[src/rtl/pis_pkg.sv]
// Purpose: Shared constants and types for the interrupt scheduler.
// Assumes: One 100 MHz clock, asynchronous active-low reset.
// Notes: Functional notes follow.
// Functional notes
// Normal mode waits for current process end.
// High-speed mode breaks current process at once.
// Mode resets to normal; setup selects high-speed.
// Normal mode completes four service kinds first.
// High-speed mode suspends service, starts subroutine.
// Two input modules, eight lines each.
// Module lines map to interrupts 00-15.
// Schedule unit is 10 ms or 1 ms.
// Scheduled interrupt is number 99.
// Schedule repeats independent of scan cycle.
// No nesting; pending held until subroutine ends.
// Lowest input number first, scheduled last.
// Masked stays pending; clear and interval control.
// Resume main program after interrupted point.
// Software chooses mode for response needs.
// Software guards shared multi-word data.
// High-speed run of 10 ms raises error 8B. Code raises it only while units_present_in is set.
// Record longest run time and its number.
// Each of seventeen sources has pending latch.
package pis_pkg;
    localparam int unsigned CLK_HZ = 100_000_000;
    localparam int unsigned TICK_1MS_CYC = CLK_HZ / 1000;
    localparam int unsigned TICK_100US_CYC = CLK_HZ / 10000;
    localparam int unsigned LONG_RUN_MS = 10;
    localparam int unsigned RUN_UNITS_PER_MS = 10;
    localparam logic [3:0] UNIT_DIV_LAST = 4'h9;
    localparam logic [3:0] BCD_DIGIT_LAST = 4'h9;
    localparam logic [3:0] BCD_TEN = 4'ha;
    localparam int unsigned MODULE_LINES = 8;
    localparam int unsigned NUM_SOURCES = 17;
    localparam logic [4:0] SCHED_INDEX = 5'h10;
    localparam logic [7:0] SCHED_NUMBER = 8'h99;
    localparam logic [7:0] ERR_CODE_LONG = 8'h8b;
    localparam logic [15:0] TIME_RESET = 16'h0000;
    localparam logic [7:0] NUMBER_RESET = 8'h00;
    typedef enum logic [1:0] {
        PIS_IDLE = 2'b00,
        PIS_WAIT = 2'b01,
        PIS_RUN = 2'b11
    } pis_state_t;
    function automatic logic [7:0] pis_number(input logic [4:0] idx);
        // Numbers are shown in decimal digits, so 10 to 15 carry into the upper digit.
        if (idx == SCHED_INDEX) begin
            pis_number = SCHED_NUMBER;
        end else if (idx[3:0] > BCD_DIGIT_LAST) begin
            pis_number = {4'h1, idx[3:0] - BCD_TEN};
        end else begin
            pis_number = {4'h0, idx[3:0]};
        end
    endfunction : pis_number
endpackage : pis_pkg

[src/rtl/pis_tick_gen.sv]
// Purpose: Free-running tick divider for the scheduler and timers.
// Assumes: Count is at least one cycle.
// Notes: Runs without regard to the program scan.
`timescale 1ns/1ns
module pis_tick_gen #(
    parameter int unsigned COUNT = 100_000
) (
    // Clock and reset
    input wire logic sys_clk_in,
    input wire logic rst_n_in,
    // Restart and tick
    input wire logic restart_in,
    output logic tick_out
);
    logic [31:0] count;
    always_ff @(posedge sys_clk_in or negedge rst_n_in) begin
        if (!rst_n_in) begin
            count <= 32'h0;
            tick_out <= 1'b0;
        end else if (restart_in || count == COUNT - 1) begin
            count <= 32'h0;
            tick_out <= !restart_in;
        end else begin
            count <= count + 32'h1;
            tick_out <= 1'b0;
        end
    end
endmodule : pis_tick_gen

[src/rtl/pis_prio_pick.sv]
// Purpose: Fixed-priority pick among ready sources.
// Assumes: Index 0 highest, scheduled source last.
// Notes: Pure combinational.
`timescale 1ns/1ns
module pis_prio_pick #(
    parameter int unsigned N = 17
) (
    // Requests
    input wire logic [N-1:0] ready_in,
    // Choice
    output logic any_out,
    output logic [4:0] index_out
);
    always_comb begin
        any_out = 1'b0;
        index_out = 5'h0;
        for (int i = N - 1; i >= 0; i--) begin
            if (ready_in[i]) begin
                any_out = 1'b1;
                index_out = 5'(i);
            end
        end
    end
endmodule : pis_prio_pick

[src/rtl/pis_scheduler.sv]
// Purpose: Interrupt pending, priority, dispatch and subroutine timing.
// Assumes: Sequencer reports process busy/atomic and subroutine end.
// Notes: One subroutine at a time; the return point is held here.
`timescale 1ns/1ns
module pis_scheduler #(
    parameter int unsigned TICK_1MS = pis_pkg::TICK_1MS_CYC,
    parameter int unsigned TICK_100US = pis_pkg::TICK_100US_CYC,
    parameter int unsigned PC_WIDTH = 16
) (
    // Clock and reset
    input wire logic sys_clk_in,
    input wire logic rst_n_in,
    // Interrupt input module lines
    input wire logic [7:0] first_module_lines_in,
    input wire logic [7:0] second_module_lines_in,
    // Setup and control
    input wire logic high_speed_mode_in,
    input wire logic sched_unit_1ms_in,
    input wire logic [15:0] sched_interval_in,
    input wire logic sched_enable_in,
    input wire logic [16:0] mask_in,
    input wire logic [16:0] clear_in,
    input wire logic units_present_in,
    // Program sequencer
    input wire logic process_busy_in,
    input wire logic [PC_WIDTH-1:0] main_pc_in,
    input wire logic subroutine_done_in,
    // Dispatch outputs
    output logic suspend_out,
    output logic dispatch_out,
    output logic [7:0] subroutine_number_out,
    output logic return_valid_out,
    output logic [PC_WIDTH-1:0] return_pc_out,
    // Status outputs
    output logic [16:0] pending_out,
    output logic [15:0] max_isr_time_word_out,
    output logic [7:0] max_isr_number_word_out,
    output logic error_valid_out,
    output logic [7:0] error_code_out
);
    pis_pkg::pis_state_t state;
    logic [16:0] pending;
    logic [16:0] lines_prev;
    logic [16:0] rise;
    logic mode_high;
    logic sched_tick_1ms;
    logic sched_tick_unit;
    logic [3:0] unit_div;
    logic [15:0] interval_count;
    logic sched_fire;
    logic any_ready;
    logic [4:0] pick_index;
    logic [4:0] active_index;
    logic run_tick;
    logic [15:0] run_time;
    logic long_flag;

    assign rise = {1'b0, second_module_lines_in, first_module_lines_in} & ~lines_prev;

    always_ff @(posedge sys_clk_in or negedge rst_n_in) begin
        if (!rst_n_in) begin
            lines_prev <= 17'h0;
        end else begin
            lines_prev <= {1'b0, second_module_lines_in, first_module_lines_in};
        end
    end

    // Mode is sampled only when idle so a running subroutine is never re-judged.
    always_ff @(posedge sys_clk_in or negedge rst_n_in) begin
        if (!rst_n_in) begin
            mode_high <= 1'b0;
        end else if (state == pis_pkg::PIS_IDLE) begin
            mode_high <= high_speed_mode_in;
        end
    end

    pis_tick_gen #(.COUNT(TICK_1MS)) u_sched_tick (
        .sys_clk_in(sys_clk_in),
        .rst_n_in(rst_n_in),
        .restart_in(1'b0),
        .tick_out(sched_tick_1ms)
    );

    // Ten-millisecond unit built from the one-millisecond tick.
    always_ff @(posedge sys_clk_in or negedge rst_n_in) begin
        if (!rst_n_in) begin
            unit_div <= 4'h0;
        end else if (sched_tick_1ms) begin
            unit_div <= (unit_div == pis_pkg::UNIT_DIV_LAST) ? 4'h0 : unit_div + 4'h1;
        end
    end
    assign sched_tick_unit = sched_tick_1ms && (sched_unit_1ms_in || unit_div == pis_pkg::UNIT_DIV_LAST);

    always_ff @(posedge sys_clk_in or negedge rst_n_in) begin
        if (!rst_n_in) begin
            interval_count <= 16'h0;
            sched_fire <= 1'b0;
        end else begin
            sched_fire <= 1'b0;
            if (!sched_enable_in || sched_interval_in == 16'h0) begin
                interval_count <= 16'h0;
            end else if (sched_tick_unit) begin
                if (interval_count + 16'h1 >= sched_interval_in) begin
                    interval_count <= 16'h0;
                    sched_fire <= 1'b1;
                end else begin
                    interval_count <= interval_count + 16'h1;
                end
            end
        end
    end

    // Set wins over clear and over dispatch so no event is lost.
    always_ff @(posedge sys_clk_in or negedge rst_n_in) begin
        if (!rst_n_in) begin
            pending <= 17'h0;
        end else begin
            logic [16:0] set_bits;
            logic [16:0] drop_bits;
            set_bits = rise | (17'(sched_fire) << pis_pkg::SCHED_INDEX);
            drop_bits = clear_in;
            if (dispatch_out) begin
                drop_bits[active_index] = 1'b1;
            end
            pending <= (pending & ~drop_bits) | set_bits;
        end
    end

    pis_prio_pick #(.N(pis_pkg::NUM_SOURCES)) u_pick (
        .ready_in(pending & ~mask_in),
        .any_out(any_ready),
        .index_out(pick_index)
    );

    always_ff @(posedge sys_clk_in or negedge rst_n_in) begin
        if (!rst_n_in) begin
            state <= pis_pkg::PIS_IDLE;
            active_index <= 5'h0;
            suspend_out <= 1'b0;
            dispatch_out <= 1'b0;
            subroutine_number_out <= 8'h0;
            return_valid_out <= 1'b0;
            return_pc_out <= '0;
        end else begin
            dispatch_out <= 1'b0;
            unique case (state)
                pis_pkg::PIS_IDLE: begin
                    return_valid_out <= 1'b0;
                    if (any_ready) begin
                        active_index <= pick_index;
                        state <= pis_pkg::PIS_WAIT;
                    end
                end
                pis_pkg::PIS_WAIT: begin
                    if (mode_high || !process_busy_in) begin
                        suspend_out <= 1'b1;
                        dispatch_out <= 1'b1;
                        subroutine_number_out <= pis_pkg::pis_number(active_index);
                        return_pc_out <= main_pc_in;
                        state <= pis_pkg::PIS_RUN;
                    end
                end
                pis_pkg::PIS_RUN: begin
                    if (subroutine_done_in) begin
                        suspend_out <= 1'b0;
                        return_valid_out <= 1'b1;
                        state <= pis_pkg::PIS_IDLE;
                    end
                end
                default: begin
                    state <= pis_pkg::PIS_IDLE;
                end
            endcase
        end
    end

    pis_tick_gen #(.COUNT(TICK_100US)) u_run_tick (
        .sys_clk_in(sys_clk_in),
        .rst_n_in(rst_n_in),
        .restart_in(dispatch_out),
        .tick_out(run_tick)
    );

    // Run time saturates rather than wraps so the maximum stays honest.
    always_ff @(posedge sys_clk_in or negedge rst_n_in) begin
        if (!rst_n_in) begin
            run_time <= pis_pkg::TIME_RESET;
            max_isr_time_word_out <= pis_pkg::TIME_RESET;
            max_isr_number_word_out <= pis_pkg::NUMBER_RESET;
        end else if (dispatch_out) begin
            run_time <= pis_pkg::TIME_RESET;
        end else if (state == pis_pkg::PIS_RUN) begin
            if (run_tick && run_time != 16'hffff) begin
                run_time <= run_time + 16'h1;
            end
            if (subroutine_done_in && run_time > max_isr_time_word_out) begin
                max_isr_time_word_out <= run_time;
                max_isr_number_word_out <= subroutine_number_out;
            end
        end
    end

    assign long_flag = mode_high && units_present_in && state == pis_pkg::PIS_RUN
        && run_time >= 16'(pis_pkg::LONG_RUN_MS * pis_pkg::RUN_UNITS_PER_MS);

    always_ff @(posedge sys_clk_in or negedge rst_n_in) begin
        if (!rst_n_in) begin
            error_valid_out <= 1'b0;
            error_code_out <= 8'h0;
        end else if (long_flag) begin
            error_valid_out <= 1'b1;
            error_code_out <= pis_pkg::ERR_CODE_LONG;
        end
    end

    always_ff @(posedge sys_clk_in or negedge rst_n_in) begin
        if (!rst_n_in) begin
            pending_out <= 17'h0;
        end else begin
            pending_out <= pending;
        end
    end
endmodule : pis_scheduler

[config.mk]
export PLATFORM = sky130hd
export DESIGN_NAME = pis_scheduler
export DESIGN_NICKNAME = d
export VERILOG_FILES = /design/src/rtl/pis_pkg.sv /design/src/rtl/pis_tick_gen.sv /design/src/rtl/pis_prio_pick.sv /design/src/rtl/pis_scheduler.sv
export SDC_FILE = /design/constraint.sdc
export NUM_CORES = 1
export LEC_CHECK = 0
export ABC_AREA = 1
export BUFFER_PORTS_ARGS = -buffer_cell sky130_fd_sc_hd__clkbuf_2
export CAP_MARGIN = 5
export CORE_MARGIN = 8
export CORE_UTILIZATION = 35
export CTS_CLUSTER_DIAMETER = 100
export DETAILED_ROUTE_END_ITERATION = 10
export PLACE_DENSITY = 0.54
export SETUP_SLACK_MARGIN = 0.4
export SLEW_MARGIN = 20
export SYNTH_ARGS = -nofsm -noshare
export SYNTH_HDL_FRONTEND = slang
export SYNTH_SLANG_ARGS = --single-unit
[constraint.sdc]
create_clock -name sys_clk_in -period 2.8 [get_ports sys_clk_in]
set_input_delay 0.14 -clock sys_clk_in [delete_from_list [all_inputs] [get_ports sys_clk_in]]
set_output_delay 0.14 -clock sys_clk_in [all_outputs]
set_load 0.02 [all_outputs]
Yosys cells after proc, flatten, opt, wreduce, memory -nomap -nowiden
Index checks and enable logic that the tools add are counted.
{"block": "word_totals", "inputBits": 90, "latch_bits": 0, "regBits": 214, "ram_bits": 0, "output_inout_bits": 77, "mem_count": 0, "word_cells": 147, "mem_bits_ro": 0}
{"block": "classes", "n_eq_ne": 10, "muxes": 64, "n_mul": 0, "div": 0, "bitwise": 10, "addsub": 6, "shift": 0, "n_lt_le_gt_ge": 6, "n_reduce_logical": 28}
{"op": "$mux W16", "n": 6}
{"op": "$mux W5", "n": 18}
{"op": "$add A32 B1 Y32 const B", "n": 2}
{"op": "$mux W32", "n": 2}
{"op": "$or A17 B17 Y17", "n": 3}
{"op": "$and A17 B17 Y17", "n": 2}
{"op": "$not A17 Y17", "n": 2}
{"op": "$add A16 B1 Y16 const B", "n": 2}
{"op": "$eq A32 B14 Y1 const B", "n": 1}
{"op": "$eq A32 B17 Y1 const B", "n": 1}
{"op": "$mux W1", "n": 28}
{"op": "$and A16 B17 Y17", "n": 1}
{"op": "$mux W17", "n": 1}
{"op": "$not A16 Y17", "n": 1}
{"op": "$ge A16 B16 Y1", "n": 1}
{"op": "$ge A16 B7 Y1 const B", "n": 1}
{"op": "$gt A16 B16 Y1", "n": 1}
{"op": "$logic_not A16 Y1", "n": 1}
{"op": "$ne A16 B16 Y1 const B", "n": 1}
{"op": "$reduce_bool A2 Y1", "n": 5}
{"op": "$reduce_and A3 Y1", "n": 3}
{"op": "$mux W8", "n": 1}
{"op": "$reduce_and A2 Y1", "n": 4}
{"op": "$logic_and A1 B1 Y1", "n": 7}
{"op": "19 further kinds", "n": 29}

Logic depth before layout (Yosys ltp)
{"block": "depth", "ltp_word": 21, "ltp_mapped": 19}

Hierarchy
Synthesis repeated with hierarchy kept, for this count alone.
{"block": "hier_totals", "hier_cells": 1560, "hier_area_um2": 11592.4}
{"module": "pis_scheduler", "seq_area_each_um2": 3578.4, "n_inst": 1, "area_per_inst_um2": 7170.6, "cells_each": 864}
{"module": "pis_tick_gen (u_run_tick)", "seq_area_each_um2": 825.8, "n_inst": 1, "area_per_inst_um2": 2094.5, "cells_each": 325}
{"module": "pis_tick_gen (u_sched_tick)", "seq_area_each_um2": 825.8, "n_inst": 1, "area_per_inst_um2": 2083.2, "cells_each": 318}
{"module": "pis_prio_pick", "seq_area_each_um2": 0.0, "n_inst": 1, "area_per_inst_um2": 244.0, "cells_each": 53}

Least setup slack after synthesis
Ideal clock, no wire load.
{"block": "synth_path", "kind": "register to register", "start": "register interval_count[0]", "end": "register interval_count[14]", "stages_incl_launch_ff": 20, "t_required_ns": 2.717, "setup_time_ns": 0.083, "n_path_buf": 1, "arrival_time_ns": 2.689, "path_slack_ns": 0.029, "path_cell_list": "dfrtp_1 -> ha_1 -> nand2_1 -> nor2_1 -> nand3_1 -> nor2_2 -> nand3_1 -> nor3_2 -> xor2_1 -> ha_1 -> nand2_1 -> inv_1 -> nand3_1 -> inv_1 -> a21oi_1 -> nand3_1 -> inv_1 -> clkbuf_1 -> nand3_1 -> o21ai_0"}
{"block": "synth_between", "elab_chain_cells": 5}
{"element": "from (decl)", "line": "pis_scheduler.sv:49", "source": "logic [15:0] interval_count;"}
{"element": "from (signal assigned)", "line": "pis_scheduler.sv:107", "source": "interval_count <= interval_count + 16'h1;"}
{"element": "$add A16 B1 Y16 (*)", "line": "pis_scheduler.sv:103, pis_scheduler.sv:107"}
{"element": "$ge A16 B16 Y1", "line": "pis_scheduler.sv:103", "source": "if (interval_count + 16'h1 >= sched_interval_in) begin"}
{"element": "$mux W16 (*)", "line": "pis_scheduler.sv:103"}
{"element": "$mux W16 (*)", "line": "pis_scheduler.sv:102", "source": "end else if (sched_tick_unit) begin"}
{"element": "$mux W16 (*)", "line": "pis_scheduler.sv:100", "source": "if (!sched_enable_in || sched_interval_in == 16'h0) begin"}
Every way passes the cells marked *; elsewhere a longest branch is shown, timed or not. The select of a mux whose other input is x is not followed.
A chain may end at the register's enable or synchronous reset.

Worst setup path after layout
{"block": "layout_path", "start": "register interval_count[1]", "end": "register interval_count[8]"}
The elaborated chain is that of the path after synthesis.

==> flow_summary.toml <==
[power_and_ir_drop]
power_leakage_nw = 6.71
p_total_mw = 8.47
powerDensity_nw_per_um2 = 631
p_clk_frac = 0.376
switching_share = 0.310
comb_power_share = 0.207
seqPwrFrac = 0.417
p_int_mw = 5.85
max-vdd-ir-drop_v = 0.000357
p_sw_mw = 2.62

[detailed_routing]
firstDrtPassIters = 5
wirelength_um = 27700
drtIter0Drc = 464
vias = 8966
viasPerCell = 4.75
route.detailed.drc = 0
wl_per_cell_um = 14.7
drtAntennaViolNets = 0

[sta]
finalHoldViolCount = 0
setup_violations = 8
post-route-period-util = 1.01
slew_violations = 0
rsz0062_at_grt = "yes"
fin_tns_setup_ns = -0.158
slew_headroom = 0.499
fmax_mhz = 354
fin_skew_ns = 0.00944
tightest_slew_ns = 0.751
layout_setup_ws_ns = -0.0277
whs_ns = 0.0494
post-route-min-period_ns = 2.83

[clock_tree]
cts-root-buf = "clkbuf_16"
clk_pin_slew_ns = 0.06
cts_max_path_buffers = 3
cts_inserted_buffers = 24
numClockSinks = 209
cts_tree = "done"
htreeDepth = 1
worstSkewPairLatency_ns = 0.51

[yosys]
synth_commonest_cells = "nand2_1 (226), inv_1 (217), dfrtp_1 (209)"
ys_warn_count = 0
ys_ff_latch = 209
synthFlopType = "dfrtp_1"
avgSynthCellArea_um2 = 8.51
synth_edf_count = 0
synth.most_common_cell = "nand2_1"
syn-cell-area_um2 = 10500
ys_seq_area_frac = 0.496
yosysTopAreaCell = "dfrtp_1"
synth_top_area_frac = 0.496
synthArstFlopShare = 1.00
ys_top_cells_by_area = "dfrtp_1 (50%), nand2_1 (8.0%), inv_1 (7.7%)"
syn_inst = 1239
ys_types = 53

[placed_design]
pre_cts_ws_ns = -0.0762
place_area_um2 = 11800
routabilityCongestion = 0.813
placed_cells = 1776
hpwl_um = 20400
io_buffers = 158

[worst_setup_path]
criticalPathCategory = "flop to flop"
crit_arrival_ns = 3.19
start_kind = "flop"
cp_max_fo = 8
critPathRequiredTime_ns = 3.16
end_kind = "flop"

[grt]
track_usage = 0.153
grt.overflow.total = 0
grt_pass1_vias = 9031
grt_pass1_wl_um = 46100
grt_max_degree = 75
antenna_found_initial = 0

[finish]
nNetsFinal = 1608
area_growth_pct = 27.3
drive_gt1_frac = 0.186
fin_util = 0.453
design_area_um2 = 13400
finalNonFillerCells = 1887

[die]
coreArea_um2 = 29600
num_io_pins = 167
initial_core_util = 0.356
row_count = 63
die_x_um = 190
dieArea_um2 = 35900
die_h_um = 190

[run_status]
status = "finished with violations"
violations = "negative setup slack"

[job]
drv_cap = 0

[min_path]
min_path_type = "primary input to flop"
==> state kept, by name (all words and copies together), names as in the netlist, 4 cells and up <==
name and flops:
active_index 5, interval_count 16, lines_prev 16, max_isr_number_word_out 6, max_isr_time_word_out 16, pending 17, pending_out 17, return_pc_out 16
run_time 16, subroutine_number_out 6, u_run_tick.count 32, u_sched_tick.count 32, unit_div 4
==> cells by family after synthesis <==
kind of cell / count (synthesis) / synth area share
simple gates: 516 / 0.232
flops: 209 / 0.496
other cells: 1 / 0.000356
buf+inv: 250 / 0.0937
compound gates: 183 / 0.0979
xor+xnor: 42 / 0.0349
fa+ha+maj: 38 / 0.0451
==> cell usage in the layout (no fill, tap or decap), types with 4 or more instances in the layout <==
| cell type | netlist | layout |
|---|---|---|
| a211oi_1 | 4 | 4 |
| a21oi_1 | 46 | 45 |
| a31oi_1 | 8 | 8 |
| buf_4 | 12 | 16 |
| clkbuf_16 | 0 | 25 |
| clkbuf_2 | 0 | 157 |
| clkbuf_8 | 0 | 6 |
| clkinv_2 | 0 | 5 |
| conb_1 | 1 | 8 |
| dfrtp_1 | 209 | 209 |
| dlygate4sd3_1 | 0 | 57 |
| ha_1 | 38 | 37 |
| inv_1 | 217 | 215 |
| inv_2 | 3 | 4 |
| nand2_1 | 226 | 223 |
| nand2_2 | 6 | 8 |
| nand3_1 | 55 | 49 |
| nand3_2 | 2 | 6 |
| nand4_1 | 27 | 27 |
| nor2_1 | 103 | 99 |
| nor2_2 | 8 | 10 |
| nor2_4 | 5 | 7 |
| nor3_1 | 37 | 36 |
| nor3_4 | 2 | 5 |
| nor3b_1 | 4 | 4 |
| nor4_1 | 23 | 22 |
| o211ai_1 | 15 | 15 |
| o21ai_0 | 86 | 82 |
| o21ai_1 | 5 | 6 |
| xnor2_1 | 9 | 9 |
| xor2_1 | 33 | 33 |
==> what timing repair did <==
action                     in CTS  in global routing
gates resized for setup        17                 10
gates cloned                    1                  0
setup endpoints to repair      17                 50
buffers inserted                8                  2
hold endpoints to repair      126                  0
hold buffers                   57                  0
pin swaps                       6                  4
==> final cells by class <==
class | instances | area (um2)
diodes | 1 | 2.50
clock buffers | 34 | 719
clock inverters | 8 | 92.6
fillers | 2969 | 16200
inverters | 222 | 838
multi-input cells | 787 | 4490
flip-flops and latches | 209 | 5230
well taps | 390 | 488
repair buffers | 235 | 1560
repair inverters | 1 | 7.51
==> critical path, cell delays in order (launching register included) <==
cell	delay (ns)
dfrtp_1	0.38
ha_2	0.21
nand2_2	0.07
nor2_4	0.10
nand3_2	0.12
nor2_4	0.14
nand3_4	0.10
nor3_4	0.14
xor2_1	0.11
ha_1	0.28
nand2_1	0.06
inv_1	0.07
nand3_2	0.10
nor3_4	0.23
nand2_2	0.09
nand3_4	0.12
clkinvlp_4	0.20
nand3_1	0.11
o21ai_0	0.08
==> power groups by stage <==
stage / logic [mW] / registers (mW) / clock network [mW]
finish: 1.76 / 3.53 / 3.18
global route: 1.98 / 3.57 / 3.42
CTS: 1.78 / 3.54 / 3.29
detailed placement: 1.70 / 3.59 / 0
global placement: 1.69 / 3.58 / 0
floorplan: 0.777 / 3.80 / 0
==> routing by layer <==
layer	part of all wire	vias to the layer above	track usage
met2	0.46	210	0.247
met3	0.053	27	0.0286
met5	0	-	0
met1	0.47	4229	0.210
met4	0.014	0	0.0340
li1	-	4500	-
==> path summary, 6_finish.rpt <==
| path | startpoint | end | slack, ns | cells past startpoint |
|---|---|---|---|---|
| worst max register to register | interval_count[1]$_DFFE_PN0P_ | interval_count[8]$_DFFE_PN0P_ | -0.03 | 18 |
| worst min register to register | pending[16]$_DFF_PN0_ | pending_out[16]$_DFF_PN0_ | 0.37 | 0 |
| worst min-delay path | mask_in[0] | active_index[2]$_DFFE_PN0P_ | 0.05 | 5 |
| min in group asynchronous | rst_n_in | max_isr_time_word_out[6]$_DFFE_PN0P_ | 0.18 | 2 |
| max in group asynchronous | rst_n_in | lines_prev[3]$_DFF_PN0_ | 1.79 | 3 |
| worst max-delay path | interval_count[1]$_DFFE_PN0P_ | interval_count[8]$_DFFE_PN0P_ | -0.03 | 18 |
Power figures use the tool's default switching activity.
